File: src/include/rtcaux_pkg.sv
// constants and types shared by the clock auxiliary block
package rtcaux_pkg;
   // ------------------------------------------------------------
   // register indices on the plain register port
   // ------------------------------------------------------------
   localparam int ADDR_W = 5;
   localparam logic [4:0] A_CTL1L = 5'h00;
   localparam logic [4:0] A_CTL1H = 5'h01;
   localparam logic [4:0] A_CTL2L = 5'h02;
   localparam logic [4:0] A_CTL3L = 5'h03;
   localparam logic [4:0] A_DIV = 5'h04;
   localparam logic [4:0] A_FINE_DIVIDE = 5'h05;
   localparam logic [4:0] A_STAT = 5'h06;
   localparam logic [4:0] A_ALM0 = 5'h08;
   localparam logic [4:0] A_STAMP0 = 5'h0c;
   // ------------------------------------------------------------
   // field positions
   // ------------------------------------------------------------
   localparam int B_STAMP_EN = 0;
   localparam int B_PIN_OUTPUT_SELECT_LO = 4;
   localparam int B_PIN_OE = 7;
   localparam int B_PWC_POL = 9;
   localparam int B_PWC_EN = 10;
   localparam int B_MOD_EN = 15;
   localparam int B_ALM_EN = 15;
   localparam int B_ENDLESS = 14;
   localparam int B_MASK_LO = 8;
   localparam int B_PS_LO = 6;
   localparam int B_STAMP_FLAG = 3;
   // ------------------------------------------------------------
   // reset values and special codes
   // ------------------------------------------------------------
   localparam logic [15:0] CTL_RST = 16'h0000;
   localparam logic [15:0] DIV_RST = 16'h3fff;
   localparam logic [4:0] FINE_DIVIDE_RST = 5'h00;
   localparam logic [7:0] RPT_WRAP = 8'hff;
   localparam logic [7:0] STAB_CONT = 8'hff;
   localparam logic [7:0] WIN_OFF = 8'h00;
   localparam logic [2:0] SEL_ALARM = 3'h0;
   localparam logic [2:0] SEL_PWC = 3'h3;
   localparam logic [1:0] PS_DIV1 = 2'h0;
   localparam logic [1:0] PS_DIV16 = 2'h1;
   localparam logic [1:0] PS_DIV64 = 2'h2;
   localparam logic [7:0] PS_M16 = 8'h0f;
   localparam logic [7:0] PS_M64 = 8'h3f;
   localparam logic [7:0] PS_M256 = 8'hff;
   // sequencer states
   typedef enum logic [1:0] {PWC_IDLE, PWC_STAB, PWC_SAMP} rtcaux_pwc_state_t;
endpackage

File: src/rtcaux_pwc_seq.sv
// power-control sequencer: control output, stability and sample windows
`timescale 1ns/10ps
`default_nettype none
module rtcaux_pwc_seq (
   input wire logic sys_clk,
   input wire logic rst_n,
   input wire logic enable,
   input wire logic start,
   input wire logic pwc_tick,
   input wire logic [7:0] stab_len,
   input wire logic [7:0] samp_len,
   output logic ctl_q,
   output logic stab_win_q,
   output logic gate_q
);
   rtcaux_pkg::rtcaux_pwc_state_t state_q;
   logic [7:0] cnt_q;

   always_ff @(posedge sys_clk) begin
      if (!rst_n || !enable) begin
         state_q <= rtcaux_pkg::PWC_IDLE;
         cnt_q <= 8'h00;
         ctl_q <= 1'b0;
         gate_q <= 1'b0;
      end else begin
         case (state_q)
            rtcaux_pkg::PWC_IDLE: begin
               if (start && stab_len != rtcaux_pkg::WIN_OFF) begin
                  ctl_q <= 1'b1;
                  cnt_q <= stab_len;
                  state_q <= rtcaux_pkg::PWC_STAB;
               end else if (start && samp_len != rtcaux_pkg::WIN_OFF) begin
                  ctl_q <= 1'b1;
                  gate_q <= 1'b1;
                  cnt_q <= samp_len;
                  state_q <= rtcaux_pkg::PWC_SAMP;
               end
            end
            rtcaux_pkg::PWC_STAB: begin
               if (pwc_tick && cnt_q == 8'h01) begin
                  if (samp_len != rtcaux_pkg::WIN_OFF) begin
                     gate_q <= 1'b1;
                     cnt_q <= samp_len;
                     state_q <= rtcaux_pkg::PWC_SAMP;
                  end else begin
                     ctl_q <= 1'b0;
                     state_q <= rtcaux_pkg::PWC_IDLE;
                  end
               end else if (pwc_tick) begin
                  cnt_q <= cnt_q - 8'h01;
               end
            end
            default: begin
               // the sample window closes and the device is powered down
               if (pwc_tick && cnt_q == 8'h01) begin
                  ctl_q <= 1'b0;
                  gate_q <= 1'b0;
                  state_q <= rtcaux_pkg::PWC_IDLE;
               end else if (pwc_tick) begin
                  cnt_q <= cnt_q - 8'h01;
               end
            end
         endcase
      end
   end

   // full-scale stability length holds the window open
   always_ff @(posedge sys_clk) begin
      if (!rst_n) begin
         stab_win_q <= 1'b0;
      end else begin
         stab_win_q <= (stab_len == rtcaux_pkg::STAB_CONT) || (state_q == rtcaux_pkg::PWC_STAB);
      end
   end
endmodule
`default_nettype wire

File: src/rtcaux_top.sv
// clock auxiliary block: prescaler, alarm, power control, timestamp
`timescale 1ns/10ps
`default_nettype none
module rtcaux_top (
   input wire logic sys_clk,
   input wire logic rst_n,
   input wire logic por_n,
   input wire logic [4:0] reg_addr,
   input wire logic [15:0] reg_wdata,
   input wire logic reg_wr,
   input wire logic reg_rd,
   output logic [15:0] reg_rdata_q,
   input wire logic [15:0] cur_time_low,
   input wire logic [15:0] cur_time_high,
   input wire logic [15:0] cur_date_low,
   input wire logic [15:0] cur_date_high,
   input wire logic tamper_input_n,
   output logic half_tick_q,
   output logic sec_tick_q,
   output logic alarm_irq_q,
   output logic clock_irq_q,
   output logic clock_pin_q,
   output logic clock_pin_oe_q,
   output logic sample_gate_q,
   output logic stab_window_q
);
   // ------------------------------------------------------------
   // helpers
   // ------------------------------------------------------------
   // digit match selected by the mask code
   function automatic logic mask_match(input logic [3:0] m, input logic [15:0] tl, input logic [15:0] th,
                                       input logic [15:0] dl, input logic [15:0] dh,
                                       input logic [15:0] al [4]);
      logic s1, s10, m1, m10, h, wd, dd, mo;
      s1 = tl[11:8] == al[0][11:8];
      s10 = tl[14:12] == al[0][14:12];
      m1 = th[3:0] == al[1][3:0];
      m10 = th[6:4] == al[1][6:4];
      h = th[13:8] == al[1][13:8];
      wd = dl[2:0] == al[2][2:0];
      dd = dl[13:8] == al[2][13:8];
      mo = dh[4:0] == al[3][4:0];
      case (m)
         4'h0, 4'h1: mask_match = 1'b1;
         4'h2: mask_match = s1;
         4'h3: mask_match = s1 && s10;
         4'h4: mask_match = s1 && s10 && m1;
         4'h5: mask_match = s1 && s10 && m1 && m10;
         4'h6: mask_match = s1 && s10 && m1 && m10 && h;
         4'h7: mask_match = s1 && s10 && m1 && m10 && h && wd;
         4'h8: mask_match = s1 && s10 && m1 && m10 && h && dd;
         4'h9: mask_match = s1 && s10 && m1 && m10 && h && dd && mo;
         default: mask_match = 1'b0;
      endcase
   endfunction

   function automatic logic [7:0] ps_mask(input logic [1:0] code);
      case (code)
         rtcaux_pkg::PS_DIV1: ps_mask = 8'h00;
         rtcaux_pkg::PS_DIV16: ps_mask = rtcaux_pkg::PS_M16;
         rtcaux_pkg::PS_DIV64: ps_mask = rtcaux_pkg::PS_M64;
         default: ps_mask = rtcaux_pkg::PS_M256;
      endcase
   endfunction

   // ------------------------------------------------------------
   // software registers
   // ------------------------------------------------------------
   logic [15:0] ctl1l_q, ctl2l_q, ctl3l_q, div_q;
   logic [4:0] fine_divide_q;
   logic alm_en_q, endless_q;
   logic [3:0] mask_q;
   logic [7:0] rpt_q;
   logic [15:0] alm_q [4];
   logic [15:0] stamp_q [4];
   logic stamp_flag_q, stamp_pend_q;
   logic fire, stamp_evt, manual_req, flag_clr;
   logic wr_ctl1h;

   assign wr_ctl1h = reg_wr && reg_addr == rtcaux_pkg::A_CTL1H;

   // plain control words
   always_ff @(posedge sys_clk) begin
      if (!rst_n) begin
         ctl1l_q <= rtcaux_pkg::CTL_RST;
         ctl2l_q <= rtcaux_pkg::CTL_RST;
         ctl3l_q <= rtcaux_pkg::CTL_RST;
         div_q <= rtcaux_pkg::DIV_RST;
         fine_divide_q <= rtcaux_pkg::FINE_DIVIDE_RST;
      end else if (reg_wr) begin
         if (reg_addr == rtcaux_pkg::A_CTL1L) begin
            ctl1l_q <= reg_wdata;
         end else if (reg_addr == rtcaux_pkg::A_CTL2L) begin
            ctl2l_q <= reg_wdata;
         end else if (reg_addr == rtcaux_pkg::A_CTL3L) begin
            ctl3l_q <= reg_wdata;
         end else if (reg_addr == rtcaux_pkg::A_DIV) begin
            div_q <= reg_wdata;
         end else if (reg_addr == rtcaux_pkg::A_FINE_DIVIDE) begin
            fine_divide_q <= reg_wdata[4:0];
         end
      end
   end

   // alarm value words, not reset so a warm reset keeps them
   always_ff @(posedge sys_clk) begin
      if (reg_wr && reg_addr[4:2] == rtcaux_pkg::A_ALM0[4:2]) begin
         alm_q[reg_addr[1:0]] <= reg_wdata;
      end
   end

   // ------------------------------------------------------------
   // one-second prescaler
   // ------------------------------------------------------------
   logic [20:0] pre_cnt_q;
   logic [20:0] pre_val;
   logic mod_en;
   assign mod_en = ctl1l_q[rtcaux_pkg::B_MOD_EN];

   // coarse and fine joined as one 21-bit terminal count
   assign pre_val = {div_q, fine_divide_q};

   // period is pre_val plus one clocks, so either field scales it
   always_ff @(posedge sys_clk) begin
      if (!rst_n || !mod_en) begin
         pre_cnt_q <= 21'h000000;
         sec_tick_q <= 1'b0;
         half_tick_q <= 1'b0;
      end else begin
         sec_tick_q <= pre_cnt_q >= pre_val;
         half_tick_q <= (pre_cnt_q >= pre_val) || (pre_cnt_q == {1'b0, pre_val[20:1]});
         if (pre_cnt_q >= pre_val) begin
            pre_cnt_q <= 21'h000000;
         end else begin
            pre_cnt_q <= pre_cnt_q + 21'h000001;
         end
      end
   end

   // ------------------------------------------------------------
   // alarm
   // ------------------------------------------------------------
   logic eval_half_q, eval_sec_q;

   // compare a cycle after the tick so the calendar has advanced
   always_ff @(posedge sys_clk) begin
      if (!rst_n) begin
         eval_half_q <= 1'b0;
         eval_sec_q <= 1'b0;
      end else begin
         eval_half_q <= half_tick_q;
         eval_sec_q <= sec_tick_q;
      end
   end

   // half-second code fires on every half tick
   assign fire = alm_en_q && (mask_q == 4'h0 ? eval_half_q : eval_sec_q)
                 && mask_match(mask_q, cur_time_low, cur_time_high, cur_date_low, cur_date_high, alm_q);

   // hardware update after a write so the end of sequence always wins
   always_ff @(posedge sys_clk) begin
      if (!rst_n) begin
         alm_en_q <= 1'b0;
         endless_q <= 1'b0;
         mask_q <= 4'h0;
         rpt_q <= 8'h00;
      end else if (fire) begin
         if (wr_ctl1h) begin
            endless_q <= reg_wdata[rtcaux_pkg::B_ENDLESS];
            mask_q <= reg_wdata[rtcaux_pkg::B_MASK_LO +: 4];
         end
         // endless repeat rolls over and keeps going
         if (rpt_q == 8'h00 && endless_q) begin
            rpt_q <= rtcaux_pkg::RPT_WRAP;
         // last alarm of the sequence turns the alarm off
         end else if (rpt_q == 8'h00) begin
            alm_en_q <= 1'b0;
         end else begin
            rpt_q <= rpt_q - 8'h01;
         end
      end else if (wr_ctl1h) begin
         alm_en_q <= reg_wdata[rtcaux_pkg::B_ALM_EN];
         endless_q <= reg_wdata[rtcaux_pkg::B_ENDLESS];
         mask_q <= reg_wdata[rtcaux_pkg::B_MASK_LO +: 4];
         rpt_q <= reg_wdata[7:0]; // repeat count load
      end
   end

   // ------------------------------------------------------------
   // power control
   // ------------------------------------------------------------
   logic [7:0] pwc_div_q;
   logic pwc_tick_q, pwc_ctl;

   // power-control clock scaled by prescaler at bits 7:6
   always_ff @(posedge sys_clk) begin
      if (!rst_n || !mod_en) begin
         pwc_div_q <= 8'h00;
         pwc_tick_q <= 1'b0;
      end else begin
         pwc_tick_q <= (pwc_div_q & ps_mask(ctl2l_q[rtcaux_pkg::B_PS_LO +: 2])) == 8'h00;
         pwc_div_q <= pwc_div_q + 8'h01;
      end
   end

   // sample length high byte, stability length low byte
   rtcaux_pwc_seq u_seq (
      .sys_clk(sys_clk),
      .rst_n(rst_n),
      .enable(mod_en && ctl1l_q[rtcaux_pkg::B_PWC_EN]),
      .start(fire),
      .pwc_tick(pwc_tick_q),
      .stab_len(ctl3l_q[7:0]),
      .samp_len(ctl3l_q[15:8]),
      .ctl_q(pwc_ctl),
      .stab_win_q(stab_window_q),
      .gate_q(sample_gate_q)
   );

   // alarm pulse; pin mux follows the output select field
   always_ff @(posedge sys_clk) begin
      if (!rst_n) begin
         alarm_irq_q <= 1'b0;
         clock_pin_q <= 1'b0;
         clock_pin_oe_q <= 1'b0;
      end else begin
         alarm_irq_q <= fire;
         clock_pin_oe_q <= ctl1l_q[rtcaux_pkg::B_PIN_OE];
         if (ctl1l_q[rtcaux_pkg::B_PIN_OUTPUT_SELECT_LO +: 3] == rtcaux_pkg::SEL_PWC) begin
            clock_pin_q <= ctl1l_q[rtcaux_pkg::B_PWC_POL] ? pwc_ctl : !pwc_ctl;
         end else if (ctl1l_q[rtcaux_pkg::B_PIN_OUTPUT_SELECT_LO +: 3] == rtcaux_pkg::SEL_ALARM) begin
            clock_pin_q <= fire;
         end else begin
            clock_pin_q <= 1'b0;
         end
      end
   end

   // ------------------------------------------------------------
   // timestamp
   // ------------------------------------------------------------
   logic tmp_s1_q, tmp_s2_q, tmp_prev_q, tmp_armed_q;
   logic stamp_en;
   assign stamp_en = ctl1l_q[rtcaux_pkg::B_STAMP_EN];

   // two-stage synchroniser, only stage two is read
   always_ff @(posedge sys_clk) begin
      if (!rst_n) begin
         tmp_s1_q <= 1'b1;
         tmp_s2_q <= 1'b1;
         tmp_prev_q <= 1'b1;
         tmp_armed_q <= 1'b0;
      end else begin
         tmp_s1_q <= tamper_input_n;
         tmp_s2_q <= tmp_s1_q;
         tmp_prev_q <= tmp_s2_q;
         if (tmp_prev_q && !tmp_s2_q) begin
            tmp_armed_q <= 1'b1;
         end else if (!tmp_prev_q && tmp_s2_q) begin
            tmp_armed_q <= 1'b0;
         end
      end
   end

   assign manual_req = reg_wr && reg_addr == rtcaux_pkg::A_STAT && reg_wdata[rtcaux_pkg::B_STAMP_FLAG];
   assign flag_clr = reg_wr && reg_addr == rtcaux_pkg::A_STAT && !reg_wdata[rtcaux_pkg::B_STAMP_FLAG];

   // low pulse completes on its rising edge
   // no capture while the flag stands
   assign stamp_evt = stamp_en && !stamp_flag_q
                      && ((tmp_armed_q && !tmp_prev_q && tmp_s2_q) || stamp_pend_q);

   // a one written to the flag only requests a capture
   always_ff @(posedge sys_clk) begin
      if (!rst_n) begin
         stamp_pend_q <= 1'b0;
      end else begin
         stamp_pend_q <= manual_req && stamp_en && !stamp_flag_q;
      end
   end

   // flag set on capture; set wins over a same-cycle clear
   always_ff @(posedge sys_clk) begin
      if (!rst_n) begin
         stamp_flag_q <= 1'b0;
         clock_irq_q <= 1'b0;
      end else begin
         clock_irq_q <= stamp_evt || fire;
         if (stamp_evt) begin
            stamp_flag_q <= 1'b1;
         end else if (flag_clr) begin
            stamp_flag_q <= 1'b0;
         end
      end
   end

   // cleared by power-on reset only; storage while disabled
   always_ff @(posedge sys_clk) begin
      if (!por_n) begin
         stamp_q <= '{16'h0000, 16'h0000, 16'h0000, 16'h0000};
      end else if (stamp_evt) begin
         stamp_q <= '{cur_time_low, cur_time_high, cur_date_low, cur_date_high};
      end else if (reg_wr && !stamp_en && reg_addr[4:2] == rtcaux_pkg::A_STAMP0[4:2]) begin
         stamp_q[reg_addr[1:0]] <= reg_wdata;
      end
   end

   // ------------------------------------------------------------
   // read port, data one cycle after the strobe
   // ------------------------------------------------------------
   always_ff @(posedge sys_clk) begin
      if (!rst_n) begin
         reg_rdata_q <= 16'h0000;
      end else if (!reg_rd) begin
         reg_rdata_q <= 16'h0000;
      end else if (reg_addr == rtcaux_pkg::A_CTL1L) begin
         reg_rdata_q <= ctl1l_q;
      end else if (reg_addr == rtcaux_pkg::A_CTL1H) begin
         reg_rdata_q <= {alm_en_q, endless_q, 2'h0, mask_q, rpt_q};
      end else if (reg_addr == rtcaux_pkg::A_CTL2L) begin
         reg_rdata_q <= ctl2l_q;
      end else if (reg_addr == rtcaux_pkg::A_CTL3L) begin
         reg_rdata_q <= ctl3l_q;
      end else if (reg_addr == rtcaux_pkg::A_DIV) begin
         reg_rdata_q <= div_q;
      end else if (reg_addr == rtcaux_pkg::A_FINE_DIVIDE) begin
         reg_rdata_q <= {11'h000, fine_divide_q};
      end else if (reg_addr == rtcaux_pkg::A_STAT) begin
         reg_rdata_q <= {12'h000, stamp_flag_q, 3'h0};
      end else if (reg_addr[4:2] == rtcaux_pkg::A_ALM0[4:2]) begin
         reg_rdata_q <= alm_q[reg_addr[1:0]];
      end else if (reg_addr[4:2] == rtcaux_pkg::A_STAMP0[4:2]) begin
         reg_rdata_q <= stamp_q[reg_addr[1:0]];
      end else begin
         reg_rdata_q <= 16'h0000;
      end
   end
endmodule
`default_nettype wire

File: config.mk
export PLATFORM = sky130hd
export DESIGN_NAME = rtcaux_top
export DESIGN_NICKNAME = d
export VERILOG_FILES = /design/src/include/rtcaux_pkg.sv /design/src/rtcaux_pwc_seq.sv /design/src/rtcaux_top.sv
export SDC_FILE = /design/constraint.sdc
export NUM_CORES = 1
export LEC_CHECK = 0
export ABC_AREA = 1
export BUFFER_PORTS_ARGS = -buffer_cell sky130_fd_sc_hd__buf_2
export CORE_MARGIN = 2
export CORE_UTILIZATION = 55
export CTS_CLUSTER_DIAMETER = 80
export CTS_CLUSTER_SIZE = 14
export DETAILED_ROUTE_END_ITERATION = 10
export PLACE_DENSITY = 0.75
export SETUP_SLACK_MARGIN = 0.3
export SYNTH_ARGS = -nofsm -noshare
export SYNTH_HDL_FRONTEND = slang
export SYNTH_HIERARCHICAL = 1
export SYNTH_SLANG_ARGS = --single-unit
File: constraint.sdc
create_clock -name sys_clk -period 2.8 [get_ports sys_clk]
set_clock_uncertainty 0.1 [all_clocks]
set_input_delay 0.28 -clock sys_clk [delete_from_list [all_inputs] [get_ports sys_clk]]
set_output_delay 0.28 -clock sys_clk [all_outputs]
set_load 0.1 [all_outputs]
==> reports/qor.csv <==
stage,metric,value,unit
timing,Slew HR,33.4,%
floorplanning,Cell Rows,58,
critical_path,r2r setup slk,420,ps
floorplanning,Initial Utilization,56.1,%
timing,Tcrit/Tclk final,84.9,%
global_route,gr usage total,36.4,%
pwr,Internal Pwr Total,0.00609,W
final_layout,multi-input logic area,6890,um2
logic_synthesis,Post-synth EDFFs,64,
pwr,Clock power frac,38.7,%
detailed_routing,DRT Pass-1 Iters,8,
logic_synthesis,sequential share of the synthesized area,44.8,%
detailed_routing,Initial DRC Count,2083,
detailed_routing,routed vias/inst,6.00,
clock_tree,CTS Buffer Depth,3,
min_path,Hold EP,stamp_q[56]$_SDFFE_PN0P_,
final_layout,fill cell count,2134,
pwr,sequential share of power,52.5,%
clock_tree,CTS Buf Count,24,
global_route,vias in the first global route,13200,
clock_tree,clock slew at reported path FFs,70,ps
logic_synthesis,synthesized flop and latch total,284,
final_layout,nets,2152,
pwr,switching pwr,0.00203,W
global_route,initial antenna violation count,2,
critical_path,critical path launch point,alm_q[43]$_DFFE_PP_,
floorplanning,num ports,115,
placement,Placed Cells,2267,
critical_path,Reg2Reg Launch Point,alm_q[43]$_DFFE_PP_,
critical_path,CP endpoint kind,flip-flop,
critical_path,crit path DAT,2720,ps
pwr,Power Density,489,nW/um2
pwr,P_leak,6.84,nW
critical_path,R2R depth,17,
logic_synthesis,post-synth top area share,31.2,%
timing,fmax,420,MHz
floorplanning,Die Y,164,um
logic_synthesis,Post-Syn Area,14100,um2
timing,"Slew Viols, Final",0,
critical_path,Crit Path Category,flip-flop to flip-flop,
floorplanning,DIE WIDTH,164,um
placement,DP HPWL,34500,um
timing,Final Setup Violations,0,
logic_synthesis,number of library cell types mapped by synthesis,55,
critical_path,Critical Path Start Type,flip-flop,
floorplanning,Core Box Area,25200,um2
run_status,status,"finished, final reports clean",
clock_tree,Clock Latency Late Sink,540,ps
pwr,Comb pwr share,8.9,%
final_layout,Non-Filler Instances,2372,
min_path,Hold Startpoint,cur_time_low[8],
timing,final hold violations,0,
final_layout,Area Growth Syn to Fin,17.6,%
logic_synthesis,Synth area leaders,"dfxtp_1 (31%), edfxtp_1 (14%), nand2_1 (11%)",
global_route,global-route wire length before repair,74900,um
global_route,gr ovfl total,0,
clock_tree,H-tree depth,1,
global_route,pin count of the biggest net entering global routing,65,
critical_path,Critical Path RT,3140,ps
pwr,Tot Pwr,0.00812,W
final_layout,share of layout cells above drive strength 1,13.9,%
logic_synthesis,Avg Inst Size Synth,7.56,um2
logic_synthesis,Mapped Cells,1867,
logic_synthesis,Async SR Flop Fraction,0,%
clock_tree,root buffer cell,clkbuf_16,
job,Max-Cap Viols,0,
clock_tree,Clock Sinks,284,
logic_synthesis,Post-Syn Nets,1986,
pwr,Max VDD drop,0.000444,V
detailed_routing,DRC Markers,0,
min_path,HP Class,primary input to flip-flop,
placement,gpl congestion,0.979,
floorplanning,DIE AREA,27000,um2
timing,TNS Setup,0,ps
logic_synthesis,dominant synthesized flop cell,dfxtp_1,
detailed_routing,routed wire length per instance,20.8,um
placement,# port buffers,114,
timing,fin crit period,2380,ps
detailed_routing,via count,14200,
min_path,hold path cells,3,
timing,Worst-Margin Slew,998,ps
critical_path,CP Max Fanout,5,
logic_synthesis,Synthesis Warnings,6,
detailed_routing,WL final,49400,um
pwr,Sw Share,25.0,%
detailed_routing,ANT nets after route,0,
timing,RSZ-0062 raised after global routing,true,
final_layout,FF/Latch Area,6330,um2
critical_path,Critical R2R Capture,u_seq/state_q[1]$_SDFFE_PP0P_,
logic_synthesis,Synth area leader,dfxtp_1,
clock_tree,CTS tree,yes,
-- power groups by stage --
| stage | sequential (W) | clock (W) | combinational, W |
|---|---|---|---|
| 2_1_floorplan | 0.00438 | 0 | 0.000302 |
| 3_3_place_gp | 0.00435 | 0 | 0.000613 |
| 3_5_place_dp | 0.00435 | 0 | 0.000620 |
| 4_1_cts | 0.00426 | 0.00314 | 0.000689 |
| 5_1_grt | 0.00426 | 0.00330 | 0.000758 |
| 6_report | 0.00426 | 0.00314 | 0.000720 |
-- worst max-delay path by stage --
| stage | slack [ps] | cells past startpoint | endpoint |
|---|---|---|---|
| final | 420 | 17 | u_seq/state_q[1]$_SDFFE_PP0P_ |
| after CTS | 330 | 23 | u_seq/cnt_q[5]$_SDFFE_PP0P_ |
| after floorplan | 500 | 7 | alm_q[0]$_DFFE_PP_ |
| after detailed placement | 130 | 14 | reg_rdata_q[4]$_SDFF_PN0_ |
| after global placement | 180 | 14 | reg_rdata_q[4]$_SDFF_PN0_ |
| after global routing | 230 | 19 | u_seq/state_q[1]$_SDFFE_PP0P_ |
-- metal layers --
layer  global-route usage [%]  vias to the layer above  part of all wire (%)
met5                        0                        -                 0.026
met4                     15.4                        2                   5.1
met2                     56.3                      849                    43
met3                     6.77                      172                    10
li1                         -                     6616                     -
met1                     50.1                     6587                    41
-- state kept, by name (all words and copies together), names as in the netlist, 2 cells and up --
name and cells:
mask_q 4, ctl3l_q 16, fine_divide_q 5, pre_cnt_q 21
ctl1l_q 16, pwc_div_q 8, reg_rdata_q 16, alm_q 64
rpt_q 8, u_seq/state_q 2, div_q 16, stamp_q 64
u_seq/cnt_q 8, ctl2l_q 16
-- through the flow --
step	worst slack, ps	area, um2	utilization (%)	hold WS, ps
CTS	326	16400	65.3	7.22
global route	234	16600	65.9	65.4
finish	422	16600	66.0	32.5
global placement	177	15100	60.1	296
floorplan	502	14100	-	279
detailed placement	130	15100	60.1	297
-- placed cells by master (no fill, tap or decap), types with 13 or more instances in the layout --
cell type      count
o21ai_0          194
nand3_1          106
nor2_2            13
nand4_1           31
buf_4             54
a31oi_1           65
xnor2_1           19
dlygate4sd3_1     62
buf_2            114
a21oi_1           95
clkbuf_16         25
inv_1            134
nor3_1            17
xor2_1            24
inv_2             19
edfxtp_1          64
dfxtp_1          220
nand2_1          412
o22ai_1           21
nor2_1           192
ha_1              28
-- cells in the mapped netlist, types with 19 or more instances --
cell type and n:
inv_2 19, o21ai_0 194, buf_2 26, clkbuf_1 50
xor2_1 24, a21oi_1 97, nand2_1 416, o22ai_1 21
a31oi_1 65, xnor2_1 19, dfxtp_1 220, edfxtp_1 64
ha_1 28, inv_1 135, nand4_1 31, nand3_1 110
nor2_1 198
-- final cells by class --
class | count | share of cell area [%]
antenna | 1 | 0.0151
inverter | 158 | 3.63
sequential | 284 | 38.1
tap | 330 | 2.49
multi-input combinational | 1329 | 41.5
clock inverter | 1 | 0.0678
timing repair buffer | 236 | 10.3
clock buffer | 33 | 3.95
-- timing repair --
item	in CTS	in global routing
gates cloned	0	1
hold endpoints to repair	62	0
buffers inserted	2	5
gates resized for setup	3	27
hold buffers	62	0
endpoints found under the setup margin	10	41
pin swaps	0	13
-- worst max-delay path: stages (launching register included) --
cell,delay (ps)
edfxtp_1,440
nor2_1,120
nor2_1,60
nor2_2,160
nand3_1,130
nor2_1,140
nand3_1,110
nand2_1,90
nand2_2,70
nand2_4,100
nand2_4,70
inv_6,80
o21ai_4,90
nand3_4,130
buf_4,140
nand3_4,70
a21oi_2,120
nor2_1,50
-- logic make-up (layout without fill, tap and decap cells) --
family          after synthesis  in the layout  synth area share (%)
fa+ha+maj                    28             28                  2.48
mux                           1              1                0.0709
buf+inv                     255            428                  7.26
xor+xnor                     43             43                  2.67
compound gates              425            425                  16.8
flops                       284            284                  44.8
simple gates                831            832                  25.9
other cells                   0              1                     0
No activity file was read; power rests on OpenSTA's default activity.
